$ cat src/fnd_pkg.sv
// Shared constants, types and helpers for the fractional-N divider core.
package fnd_pkg;

  localparam int DATA_W = 32;
  localparam int ADDR_W = 4;

  // Register offsets.
  localparam logic [3:0] OFS_MAIN_RATIO = 4'h0;
  localparam logic [3:0] OFS_FRAC = 4'h1;
  localparam logic [3:0] OFS_AUX_RATIO = 4'h2;
  localparam logic [3:0] OFS_REF = 4'h3;
  localparam logic [3:0] OFS_CTRL = 4'h4;
  localparam logic [3:0] OFS_STATUS = 4'h5;

  // Field widths and positions.
  localparam int MAIN_W = 17;
  localparam int AUX_W = 14;
  localparam int REFR_W = 10;
  localparam int NUM_W = 3;
  localparam int TAP_W = 3;
  localparam int SCALE_W = 8;
  localparam int FRAC_MODSEL_BIT = 3;
  localparam int FRAC_SCALE_LSB = 8;
  localparam int REF_MTAP_LSB = 10;
  localparam int REF_ATAP_LSB = 13;
  localparam int CTRL_GAIN_LO_BIT = 0;
  localparam int CTRL_GAIN_HI_BIT = 1;
  localparam int CTRL_MAIN_PD_BIT = 2;
  localparam int CTRL_AUX_PD_BIT = 3;
  localparam int STAT_LOCK_BIT = 0;
  localparam int STAT_ACC_LSB = 1;
  localparam int STAT_COMP_BIT = 4;

  // Reset values.
  localparam logic [16:0] MAIN_RATIO_RST = 17'h0_0200;
  localparam logic [13:0] AUX_RATIO_RST = 14'h0080;
  localparam logic [9:0] REF_RATIO_RST = 10'h004;

  // Accumulator moduli and compensation pulse length in VCO cycles.
  localparam logic [3:0] Q_FIVE = 4'h5;
  localparam logic [3:0] Q_EIGHT = 4'h8;
  localparam int COMP_VCO_CYCLES = 128;
  localparam logic [7:0] COMP_LAST = 8'(COMP_VCO_CYCLES - 1);

  // Detector timing in reference input cycles.
  localparam int BACKLASH_DEFAULT = 2;
  localparam logic [1:0] SLIP_TICKS = 2'h2;

  typedef enum logic [3:0] {
    PFD_IDLE = 4'b0001,
    PFD_UP = 4'b0010,
    PFD_DN = 4'b0100,
    PFD_BOTH = 4'b1000
  } fnd_pfd_state_t;

  function automatic logic [3:0] q_of(input logic modsel);
    return modsel ? Q_FIVE : Q_EIGHT;
  endfunction

  // Reduces a sum of two values below 8 modulo q; works for q of 5 or 8.
  function automatic logic [2:0] frac_mod(input logic [3:0] s,
                                          input logic [3:0] q);
    logic [4:0] r;
    r = {1'b0, s};
    if (r >= {q, 1'b0}) begin
      r = r - {q, 1'b0};
    end else if (r >= {1'b0, q}) begin
      r = r - {1'b0, q};
    end
    return r[2:0];
  endfunction

  // Picks one of five reference pulses from the binary post-counter.
  function automatic logic tap_hit(input logic [2:0] code,
                                   input logic [2:0] cnt);
    case (code)
      3'h0: tap_hit = 1'b1;
      3'h1: tap_hit = cnt[0];
      3'h2: tap_hit = &cnt[1:0];
      3'h3: tap_hit = &cnt;
      3'h4: tap_hit = (cnt == 3'h3);
      default: tap_hit = 1'b0;
    endcase
  endfunction

endpackage

$ cat src/fnd_synth.sv
// Dual synthesizer core, fractional-N main loop: dividers, accumulator, detectors.
`timescale 1ns/1ps
`default_nettype none
module fnd_synth #(
  parameter int BACKLASH_REF_CYCLES = fnd_pkg::BACKLASH_DEFAULT
) (
  // Clock and reset
  input wire logic clk,
  input wire logic rst_n,
  // Divider inputs, already synchronous square waves
  input wire logic main_vco_input,
  input wire logic aux_vco_input,
  input wire logic ref_input,
  // Register port
  input wire logic [3:0] addr,
  input wire logic [31:0] wr_data,
  input wire logic wr_en,
  input wire logic rd_en,
  output logic [31:0] rd_data,
  // Charge pump controls
  output logic main_pump_up,
  output logic main_pump_down,
  output logic aux_pump_up,
  output logic aux_pump_down,
  output logic pump_gain_bit_low,
  output logic pump_gain_bit_high,
  // Fractional compensation
  output logic comp_pulse,
  output logic [2:0] comp_level,
  output logic [7:0] compensation_scale_setting,
  // Lock indicator
  output logic lock_out
);

  // Software registers.
  logic [16:0] main_ratio_pend;
  logic [16:0] main_ratio_act;
  logic [2:0] fraction_numerator;
  logic fraction_modulus_select;
  logic [7:0] scale_pend;
  logic [13:0] aux_ratio;
  logic [9:0] ref_ratio;
  logic [2:0] main_ref_tap_select;
  logic [2:0] aux_ref_tap_select;
  logic main_pd;
  logic aux_pd;

  // Edge detection of the divider inputs.
  logic main_vco_d;
  logic aux_vco_d;
  logic ref_d;
  logic main_edge;
  logic aux_edge;
  logic ref_edge;

  // Divider state.
  logic [16:0] main_cnt;
  logic [2:0] frac_acc;
  logic [3:0] acc_sum;
  logic [3:0] acc_q;
  logic acc_over;
  logic main_done;
  logic main_fb;
  logic main_pd_d;
  logic main_resume;
  logic [7:0] comp_cnt;
  logic [13:0] aux_cnt;
  logic aux_done;
  logic aux_fb;
  logic [9:0] ref_cnt;
  logic [2:0] bin_cnt;
  logic ref_done;
  logic main_ref_pulse;
  logic aux_ref_pulse;
  logic main_locked;
  logic aux_locked;

  assign main_edge = main_vco_input && !main_vco_d;
  assign aux_edge = aux_vco_input && !aux_vco_d;
  assign ref_edge = ref_input && !ref_d;
  assign main_done = !main_pd && main_edge && main_cnt == '0;
  assign aux_done = !aux_pd && aux_edge && aux_cnt == '0;
  assign ref_done = ref_edge && ref_cnt == '0;
  assign main_resume = main_pd_d && !main_pd;
  assign acc_sum = {1'b0, frac_acc} + {1'b0, fraction_numerator};
  assign acc_q = fnd_pkg::q_of(fraction_modulus_select);
  assign acc_over = acc_sum >= acc_q;

  always_ff @(posedge clk) begin
    if (!rst_n) begin
      main_vco_d <= 1'b0;
      aux_vco_d <= 1'b0;
      ref_d <= 1'b0;
      main_pd_d <= 1'b0;
    end else begin
      main_vco_d <= main_vco_input;
      aux_vco_d <= aux_vco_input;
      ref_d <= ref_input;
      main_pd_d <= main_pd;
    end
  end

  // Register writes; ratios below the documented minimum are not clamped.
  always_ff @(posedge clk) begin
    if (!rst_n) begin
      main_ratio_pend <= fnd_pkg::MAIN_RATIO_RST;
      fraction_numerator <= '0;
      fraction_modulus_select <= 1'b0;
      scale_pend <= '0;
      aux_ratio <= fnd_pkg::AUX_RATIO_RST;
      ref_ratio <= fnd_pkg::REF_RATIO_RST;
      main_ref_tap_select <= '0;
      aux_ref_tap_select <= '0;
      pump_gain_bit_low <= 1'b0;
      pump_gain_bit_high <= 1'b0;
      main_pd <= 1'b0;
      aux_pd <= 1'b0;
    end else if (wr_en) begin
      case (addr)
        fnd_pkg::OFS_MAIN_RATIO: begin
          main_ratio_pend <= wr_data[fnd_pkg::MAIN_W-1:0];
        end
        fnd_pkg::OFS_FRAC: begin
          fraction_numerator <= wr_data[fnd_pkg::NUM_W-1:0];
          fraction_modulus_select <= wr_data[fnd_pkg::FRAC_MODSEL_BIT];
          scale_pend <= wr_data[fnd_pkg::FRAC_SCALE_LSB +:
                                fnd_pkg::SCALE_W];
        end
        fnd_pkg::OFS_AUX_RATIO: begin
          aux_ratio <= wr_data[fnd_pkg::AUX_W-1:0];
        end
        fnd_pkg::OFS_REF: begin
          ref_ratio <= wr_data[fnd_pkg::REFR_W-1:0];
          main_ref_tap_select <= wr_data[fnd_pkg::REF_MTAP_LSB +:
                                         fnd_pkg::TAP_W];
          aux_ref_tap_select <= wr_data[fnd_pkg::REF_ATAP_LSB +:
                                        fnd_pkg::TAP_W];
        end
        fnd_pkg::OFS_CTRL: begin
          pump_gain_bit_low <= wr_data[fnd_pkg::CTRL_GAIN_LO_BIT];
          pump_gain_bit_high <= wr_data[fnd_pkg::CTRL_GAIN_HI_BIT];
          main_pd <= wr_data[fnd_pkg::CTRL_MAIN_PD_BIT];
          aux_pd <= wr_data[fnd_pkg::CTRL_AUX_PD_BIT];
        end
        default: begin
        end
      endcase
    end
  end

  // Main divider. The low bits of the down counter act as the prescaler
  // stage and the upper bits as the counter; one terminal count ends the
  // cycle. The pending ratio is taken only at that end or in power-down and resume, so a write never
  // cuts a division short.
  always_ff @(posedge clk) begin
    if (!rst_n) begin
      main_ratio_act <= fnd_pkg::MAIN_RATIO_RST;
      main_cnt <= fnd_pkg::MAIN_RATIO_RST - 17'h0_0001;
      compensation_scale_setting <= '0;
    end else if (main_pd || main_resume) begin
      main_ratio_act <= main_ratio_pend;
      main_cnt <= main_ratio_pend - 17'h0_0001;
    end else if (main_done) begin
      main_ratio_act <= main_ratio_pend;
      compensation_scale_setting <= scale_pend;
      main_cnt <= acc_over ? main_ratio_pend
                           : main_ratio_pend - 17'h0_0001;
    end else if (main_edge) begin
      main_cnt <= main_cnt - 17'h0_0001;
    end
  end

  always_ff @(posedge clk) begin
    if (!rst_n || main_pd || main_resume) begin
      frac_acc <= '0;
    end else if (main_done) begin
      frac_acc <= fnd_pkg::frac_mod(acc_sum, acc_q);
    end
  end

  always_ff @(posedge clk) begin
    if (!rst_n) begin
      main_fb <= 1'b0;
      aux_fb <= 1'b0;
    end else begin
      main_fb <= main_done;
      aux_fb <= aux_done;
    end
  end

  // Compensation pulse, timed in main VCO edges from each cycle end.
  always_ff @(posedge clk) begin
    if (!rst_n || main_pd) begin
      comp_pulse <= 1'b0;
      comp_cnt <= '0;
    end else if (main_done) begin
      comp_pulse <= 1'b1;
      comp_cnt <= '0;
    end else if (comp_pulse && main_edge) begin
      if (comp_cnt == fnd_pkg::COMP_LAST) begin
        comp_pulse <= 1'b0;
      end else begin
        comp_cnt <= comp_cnt + 8'h01;
      end
    end
  end

  assign comp_level = frac_acc;

  // Auxiliary divider, integer only.
  always_ff @(posedge clk) begin
    if (!rst_n || aux_pd) begin
      aux_cnt <= aux_ratio - 14'h0001;
    end else if (aux_done) begin
      aux_cnt <= aux_ratio - 14'h0001;
    end else if (aux_edge) begin
      aux_cnt <= aux_cnt - 14'h0001;
    end
  end

  // Reference divider and its binary post-counter; restarted together with
  // the main divider so the main loop resumes in a known phase; the aux loop
  // does so only when it leaves a joint power-down, whether or not the main loop leaves in the same cycle.
  always_ff @(posedge clk) begin
    if (!rst_n || main_resume || (main_pd && aux_pd)) begin
      ref_cnt <= ref_ratio - 10'h001;
      bin_cnt <= '0;
    end else if (ref_done) begin
      ref_cnt <= ref_ratio - 10'h001;
      bin_cnt <= bin_cnt + 3'h1;
    end else if (ref_edge) begin
      ref_cnt <= ref_cnt - 10'h001;
    end
  end

  always_ff @(posedge clk) begin
    if (!rst_n) begin
      main_ref_pulse <= 1'b0;
      aux_ref_pulse <= 1'b0;
    end else begin
      main_ref_pulse <= ref_done &&
                        fnd_pkg::tap_hit(main_ref_tap_select, bin_cnt);
      aux_ref_pulse <= ref_done &&
                       fnd_pkg::tap_hit(aux_ref_tap_select, bin_cnt);
    end
  end

  fnd_pfd #(
    .BACKLASH(BACKLASH_REF_CYCLES)
  ) u_main_pfd (
    .clk(clk),
    .rst_n(rst_n),
    .enable(!main_pd),
    .ref_pulse(main_ref_pulse),
    .fb_pulse(main_fb),
    .ref_tick(ref_edge),
    .pump_up(main_pump_up),
    .pump_down(main_pump_down),
    .locked(main_locked)
  );

  fnd_pfd #(
    .BACKLASH(BACKLASH_REF_CYCLES)
  ) u_aux_pfd (
    .clk(clk),
    .rst_n(rst_n),
    .enable(!aux_pd),
    .ref_pulse(aux_ref_pulse),
    .fb_pulse(aux_fb),
    .ref_tick(ref_edge),
    .pump_up(aux_pump_up),
    .pump_down(aux_pump_down),
    .locked(aux_locked)
  );

  always_ff @(posedge clk) begin
    if (!rst_n) begin
      lock_out <= 1'b0;
    end else begin
      lock_out <= (!main_pd || !aux_pd) && (main_pd || main_locked) &&
                  (aux_pd || aux_locked);
    end
  end

  always_ff @(posedge clk) begin
    if (!rst_n || !rd_en) begin
      rd_data <= '0;
    end else begin
      rd_data <= '0;
      case (addr)
        fnd_pkg::OFS_MAIN_RATIO: rd_data[16:0] <= main_ratio_act;
        fnd_pkg::OFS_FRAC: begin
          rd_data[fnd_pkg::NUM_W-1:0] <= fraction_numerator;
          rd_data[fnd_pkg::FRAC_MODSEL_BIT] <= fraction_modulus_select;
          rd_data[fnd_pkg::FRAC_SCALE_LSB +: fnd_pkg::SCALE_W] <=
            scale_pend;
        end
        fnd_pkg::OFS_AUX_RATIO: rd_data[13:0] <= aux_ratio;
        fnd_pkg::OFS_REF: begin
          rd_data[fnd_pkg::REFR_W-1:0] <= ref_ratio;
          rd_data[fnd_pkg::REF_MTAP_LSB +: fnd_pkg::TAP_W] <=
            main_ref_tap_select;
          rd_data[fnd_pkg::REF_ATAP_LSB +: fnd_pkg::TAP_W] <=
            aux_ref_tap_select;
        end
        fnd_pkg::OFS_CTRL: begin
          rd_data[fnd_pkg::CTRL_GAIN_LO_BIT] <= pump_gain_bit_low;
          rd_data[fnd_pkg::CTRL_GAIN_HI_BIT] <= pump_gain_bit_high;
          rd_data[fnd_pkg::CTRL_MAIN_PD_BIT] <= main_pd;
          rd_data[fnd_pkg::CTRL_AUX_PD_BIT] <= aux_pd;
        end
        fnd_pkg::OFS_STATUS: begin
          rd_data[fnd_pkg::STAT_LOCK_BIT] <= lock_out;
          rd_data[fnd_pkg::STAT_ACC_LSB +: fnd_pkg::NUM_W] <= frac_acc;
          rd_data[fnd_pkg::STAT_COMP_BIT] <= comp_pulse;
        end
        default: rd_data <= '0;
      endcase
    end
  end

  // Helper for checking the compensation width in VCO edges.
  logic [7:0] comp_edges;
  always_ff @(posedge clk) begin
    if (!rst_n || main_done) begin
      comp_edges <= '0;
    end else if (comp_pulse && main_edge) begin
      comp_edges <= comp_edges + 8'h01;
    end
  end
endmodule
`default_nettype wire

$ cat src/fnd_pfd.sv
// Tri-state phase/frequency detector with backlash and lock judgement.
`timescale 1ns/1ps
`default_nettype none
module fnd_pfd #(
  parameter int BACKLASH = fnd_pkg::BACKLASH_DEFAULT
) (
  // Clock and reset
  input wire logic clk,
  input wire logic rst_n,
  // Control
  input wire logic enable,
  // Pulses to compare and reference ticks for timing
  input wire logic ref_pulse,
  input wire logic fb_pulse,
  input wire logic ref_tick,
  // Pump controls and lock
  output logic pump_up,
  output logic pump_down,
  output logic locked
);

  localparam logic [3:0] BL = 4'(BACKLASH);

  fnd_pkg::fnd_pfd_state_t state;
  fnd_pkg::fnd_pfd_state_t next_state;
  logic [3:0] bl_cnt;
  logic [1:0] slip_cnt;

  always_comb begin
    next_state = state;
    unique case (state)
      fnd_pkg::PFD_IDLE: begin
        if (ref_pulse && fb_pulse) begin
          next_state = fnd_pkg::PFD_BOTH;
        end else if (ref_pulse) begin
          next_state = fnd_pkg::PFD_UP;
        end else if (fb_pulse) begin
          next_state = fnd_pkg::PFD_DN;
        end
      end
      fnd_pkg::PFD_UP: begin
        if (fb_pulse) begin
          next_state = fnd_pkg::PFD_BOTH;
        end
      end
      fnd_pkg::PFD_DN: begin
        if (ref_pulse) begin
          next_state = fnd_pkg::PFD_BOTH;
        end
      end
      fnd_pkg::PFD_BOTH: begin
        // Both pumps stay on for the backlash time even at zero error.
        if (bl_cnt == BL) begin
          next_state = fnd_pkg::PFD_IDLE;
        end
      end
      default: next_state = fnd_pkg::PFD_IDLE;
    endcase
  end

  always_ff @(posedge clk) begin
    if (!rst_n || !enable) begin
      state <= fnd_pkg::PFD_IDLE;
      pump_up <= 1'b0;
      pump_down <= 1'b0;
    end else begin
      state <= next_state;
      pump_up <= (next_state == fnd_pkg::PFD_UP) ||
                 (next_state == fnd_pkg::PFD_BOTH);
      pump_down <= (next_state == fnd_pkg::PFD_DN) ||
                   (next_state == fnd_pkg::PFD_BOTH);
    end
  end

  always_ff @(posedge clk) begin
    if (!rst_n || !enable || state != fnd_pkg::PFD_BOTH) begin
      bl_cnt <= 4'h0;
    end else if (ref_tick && bl_cnt != BL) begin
      bl_cnt <= bl_cnt + 4'h1;
    end
  end

  // A single pump held over two reference ticks means at least one
  // reference period of phase error; one tick may be the edge that made
  // the selected reference pulse itself.
  always_ff @(posedge clk) begin
    if (!rst_n || !enable) begin
      slip_cnt <= 2'h0;
      locked <= 1'b0;
    end else if (state == fnd_pkg::PFD_BOTH &&
                 next_state == fnd_pkg::PFD_IDLE) begin
      locked <= (slip_cnt != fnd_pkg::SLIP_TICKS);
      slip_cnt <= 2'h0;
    end else if ((state == fnd_pkg::PFD_UP || state == fnd_pkg::PFD_DN)
                 && ref_tick && slip_cnt != fnd_pkg::SLIP_TICKS) begin
      slip_cnt <= slip_cnt + 2'h1;
    end
  end
endmodule
`default_nettype wire

$ cat config.mk
export PLATFORM = sky130hd
export DESIGN_NAME = fnd_synth
export DESIGN_NICKNAME = d
export VERILOG_FILES = /design/src/fnd_pkg.sv /design/src/fnd_synth.sv /design/src/fnd_pfd.sv
export SDC_FILE = /design/constraint.sdc
export NUM_CORES = 1
export LEC_CHECK = 0
export ABC_AREA = 1
export BUFFER_PORTS_ARGS = -buffer_cell sky130_fd_sc_hd__buf_2
export CAP_MARGIN = 20
export CORE_AREA = 8 8 137 139
export CTS_BUF_LIST = sky130_fd_sc_hd__clkbuf_4 sky130_fd_sc_hd__clkbuf_8
export DETAILED_ROUTE_END_ITERATION = 8
export DIE_AREA = 0 0 145 147
export GPL_TIMING_DRIVEN = 0
export HOLD_SLACK_MARGIN = 0.05
export PLACE_DENSITY_LB_ADDON = 0.05
export SKIP_LAST_GASP = 1
export SYNTH_ARGS = -nofsm -noshare
export SYNTH_HDL_FRONTEND = slang
export SYNTH_HIERARCHICAL = 1
export SYNTH_SLANG_ARGS = --single-unit
$ cat constraint.sdc
create_clock -name clk -period 6.4 [get_ports clk]
set_clock_uncertainty 0.1 [all_clocks]
set_input_delay 1.28 -clock clk [delete_from_list [all_inputs] [get_ports clk]]
set_output_delay 1.28 -clock clk [all_outputs]
set_load 0.02 [all_outputs]
==> flow_summary.json <==
{
  "status": "finished, final reports clean",
  "vias": 10237,
  "grt_usage": 0.2687,
  "port_buffers": 63,
  "synth_area_sq_um": 10600,
  "synth_area_leaders": "dfxtp_1 32%, nand2_1 10%, inv_1 6.9%",
  "placedCellCount": 1785,
  "clock_latency_ps": 490,
  "crit_required_ps": 6690,
  "regArea_sq_um": 4164,
  "core_area_sq_um": 16760,
  "synth-edff-count": 24,
  "diodes": 0,
  "synthCells": 1482,
  "path_clk_slew_ps": 120,
  "cap_violations": 0,
  "setup_tns_ps": 0,
  "tightest_slew_ps": 663.2,
  "die_h_um": 147,
  "hold_path_depth": 2,
  "synth_top_family_by_area": "simple AND/OR/NAND/NOR gates",
  "finalPower_mw": 2.507,
  "worst_r2r_path_depth": 14,
  "initial_core_util": 0.6324,
  "gp_congestion": 0.9689,
  "nFillCells": 1457,
  "drive_gt1_frac": 0.1250,
  "cts_setup_buffers": 0,
  "grt_overflow_total": 0,
  "cts.htree.levels": 4,
  "critPathArrivalTime_ps": 3470,
  "clock.fmax_mhz": 314.6,
  "drtAntennaViolNets": 0,
  "synthAdderAreaFrac": 0.03495,
  "postCtsHoldBufs": 0,
  "path_max_fanout": 10,
  "grt_pass1_wl_um": 46640,
  "ys_ff_latch": 196,
  "dr.pass1.iters": 6,
  "hold_slack_ps": 364.5,
  "hold_class": "reg2reg",
  "die_w_um": 145,
  "pre_cts_ws_ps": 2990,
  "design_area_sq_um": 11680,
  "cts_tree": "done",
  "synthSimpleGateAreaFrac": 0.2546,
  "synth.top_cell.area_share": 0.3249,
  "final_nets": 1651,
  "critPathSlowestCell": "dfxtp_1",
  "critPathKind": "reg2reg",
  "cts_made_buffers": 17,
  "synth_area_per_cell_sq_um": 7.150,
  "power.density_nw_per_um2": 214.5,
  "synth_warnings": 6,
  "rsz0062_at_grt": "false",
  "rows": 48,
  "fin_crit_sh": 0.4967,
  "leakagePower_nw": 5.304,
  "syn_to_final_growth_pct": 10.26,
  "viasPerCell": 5.634,
  "synth_compound_area_frac": 0.1724,
  "grt_start_max_net_pins": 23,
  "cts-root-buf": "clkbuf_8",
  "fin_cells": 1817,
  "drtIter0Drc": 1003,
  "synth_seq_area_share": 0.3930,
  "synth_cell_type_count": 47,
  "slowest_delay_ps": 440,
  "peakVddDrop_uv": 146.9,
  "grt_pass1_vias": 9271,
  "dp_hpwl_um": 22570,
  "min_period_ps": 3179,
  "synth_top_cell_by_area": "dfxtp_1",
  "synth_common_cells": "283 x nand2_1, 194 x inv_1, 172 x dfxtp_1",
  "antenna_found_initial": 0,
  "endpoint_kind": "flip-flop",
  "die_area_sq_um": 21320,
  "synth_mux_area_frac": 0.0009446,
  "synth_ff_type": "dfxtp_1",
  "slew_violations": 0,
  "pin_count": 94,
  "setup_viol_count_final": 0,
  "async_reset_ff_frac": 0,
  "yosys.area_share.xor_xnor": 0.03637,
  "avgRoutedWirePerCell_um": 16.04,
  "setup_slack_ps": 3221,
  "multiInputGateArea_sq_um": 5346,
  "cts_resized": 0,
  "clkSinkCount": 196,
  "hold_violations": 0,
  "max_slew_margin": 0.5579,
  "clockBufferDepth": 2,
  "synth.most_common_cell": "nand2_1",
  "wl_um": 29150,
  "placed_cell_area_sq_um": 11250,
  "path_cells": "ha_1 > inv_1 > fa_1 > xor2_1 > inv_1 > ha_1 > inv_1 > nor2_1 > nand2_1 > nand3_2 > clkbuf_1 > a21oi_1 > a21oi_1 > a21oi_1",
  "cp-start-kind": "flip-flop",
  "final_util": 0.6973,
  "drc_errors": 0
}
## metal layers
metal | GRT usage | part of all wire
met3 | 0.05352 | 0.082
met5 | 0 | 0
met2 | 0.4243 | 0.46
met4 | 0.09521 | 0.024
met1 | 0.3590 | 0.44
## power by group
group	leakage (nW)	total [mW]	internal, mW	switching [mW]
combinational	3.46	0.326	0.107	0.219
clock	0.211	0.843	0.309	0.534
sequential	1.64	1.34	1.30	0.0402
## state kept, by name, summed over array words and instances, names as in the netlist, 8 cells and up
register	flops
ref_ratio	10
rd_data	17
main_ratio_pend	17
main_cnt	17
compensation_scale_setting	8
comp_cnt	8
aux_ratio	14
scale_pend	8
aux_cnt	14
ref_cnt	10
main_ratio_act	17
## layout by cell type (no fill, tap or decap), drive strengths merged
cell and instances:
o21ai 148, a32oi 2, clkinvlp 1, a221oi 7, o21bai 5, mux2i 1
nor2 171, o221ai 5, o22ai 11, a211oi 3, buf 97, a21oi 138
a31oi 2, or2 3, a21boi 1, edfxtp 24, nor4 2, nand3 94
nand3b 2, xnor2 7, clkinv 8, conb 15, ha 28, fa 1
a22oi 2, nand4 22, a41oi 3, nor3 12, xor2 37, and2 1
nand2 299, o211ai 9, clkbuf 44, inv 215, dfxtp 172
## worst max-delay path, delay by kind of cell (launching register included)
family                     cells  cell delay [ps]
buffers and inverters          4              640
AOI/OAI and AO/OA              3              380
xor gates and xnor gates       1              250
DFF                            1              440
and+or+nand+nor                3              350
adders and majority gates      3              920
## path summary, 6_finish.rpt
path / slack (ps) / to / from
worst max-delay path: 3220 / main_cnt[14] / comp_level[0]
worst max register to register: 3220 / main_cnt[14] / comp_level[0]
worst min register to register: 360 / rd_data[16] / main_ratio_act[16]
worst min-delay path: 360 / rd_data[16] / main_ratio_act[16]
## final cells by class
class,count,share of cell area
Clock buffer,17,0.02003
Buffer,60,0.03031
Tap cell,225,0.02410
Timing Repair Buffer,64,0.02763
Multi-Input combinational cell,1031,0.4576
Clock inverter,15,0.01681
Inverter,209,0.06714
Sequential cell,196,0.3564
## cell families (layout without fill, tap and decap cells)
group / Yosys count / in the layout
and+or+nand+nor: 606 / 606
AOI/OAI and AO/OA: 336 / 336
buffers and inverters: 269 / 365
DFF: 196 / 196
xor gates and xnor gates: 44 / 44
adders and majority gates: 29 / 29
other: 1 / 15
muxes: 1 / 1
(Power assumes the default switching activity.)
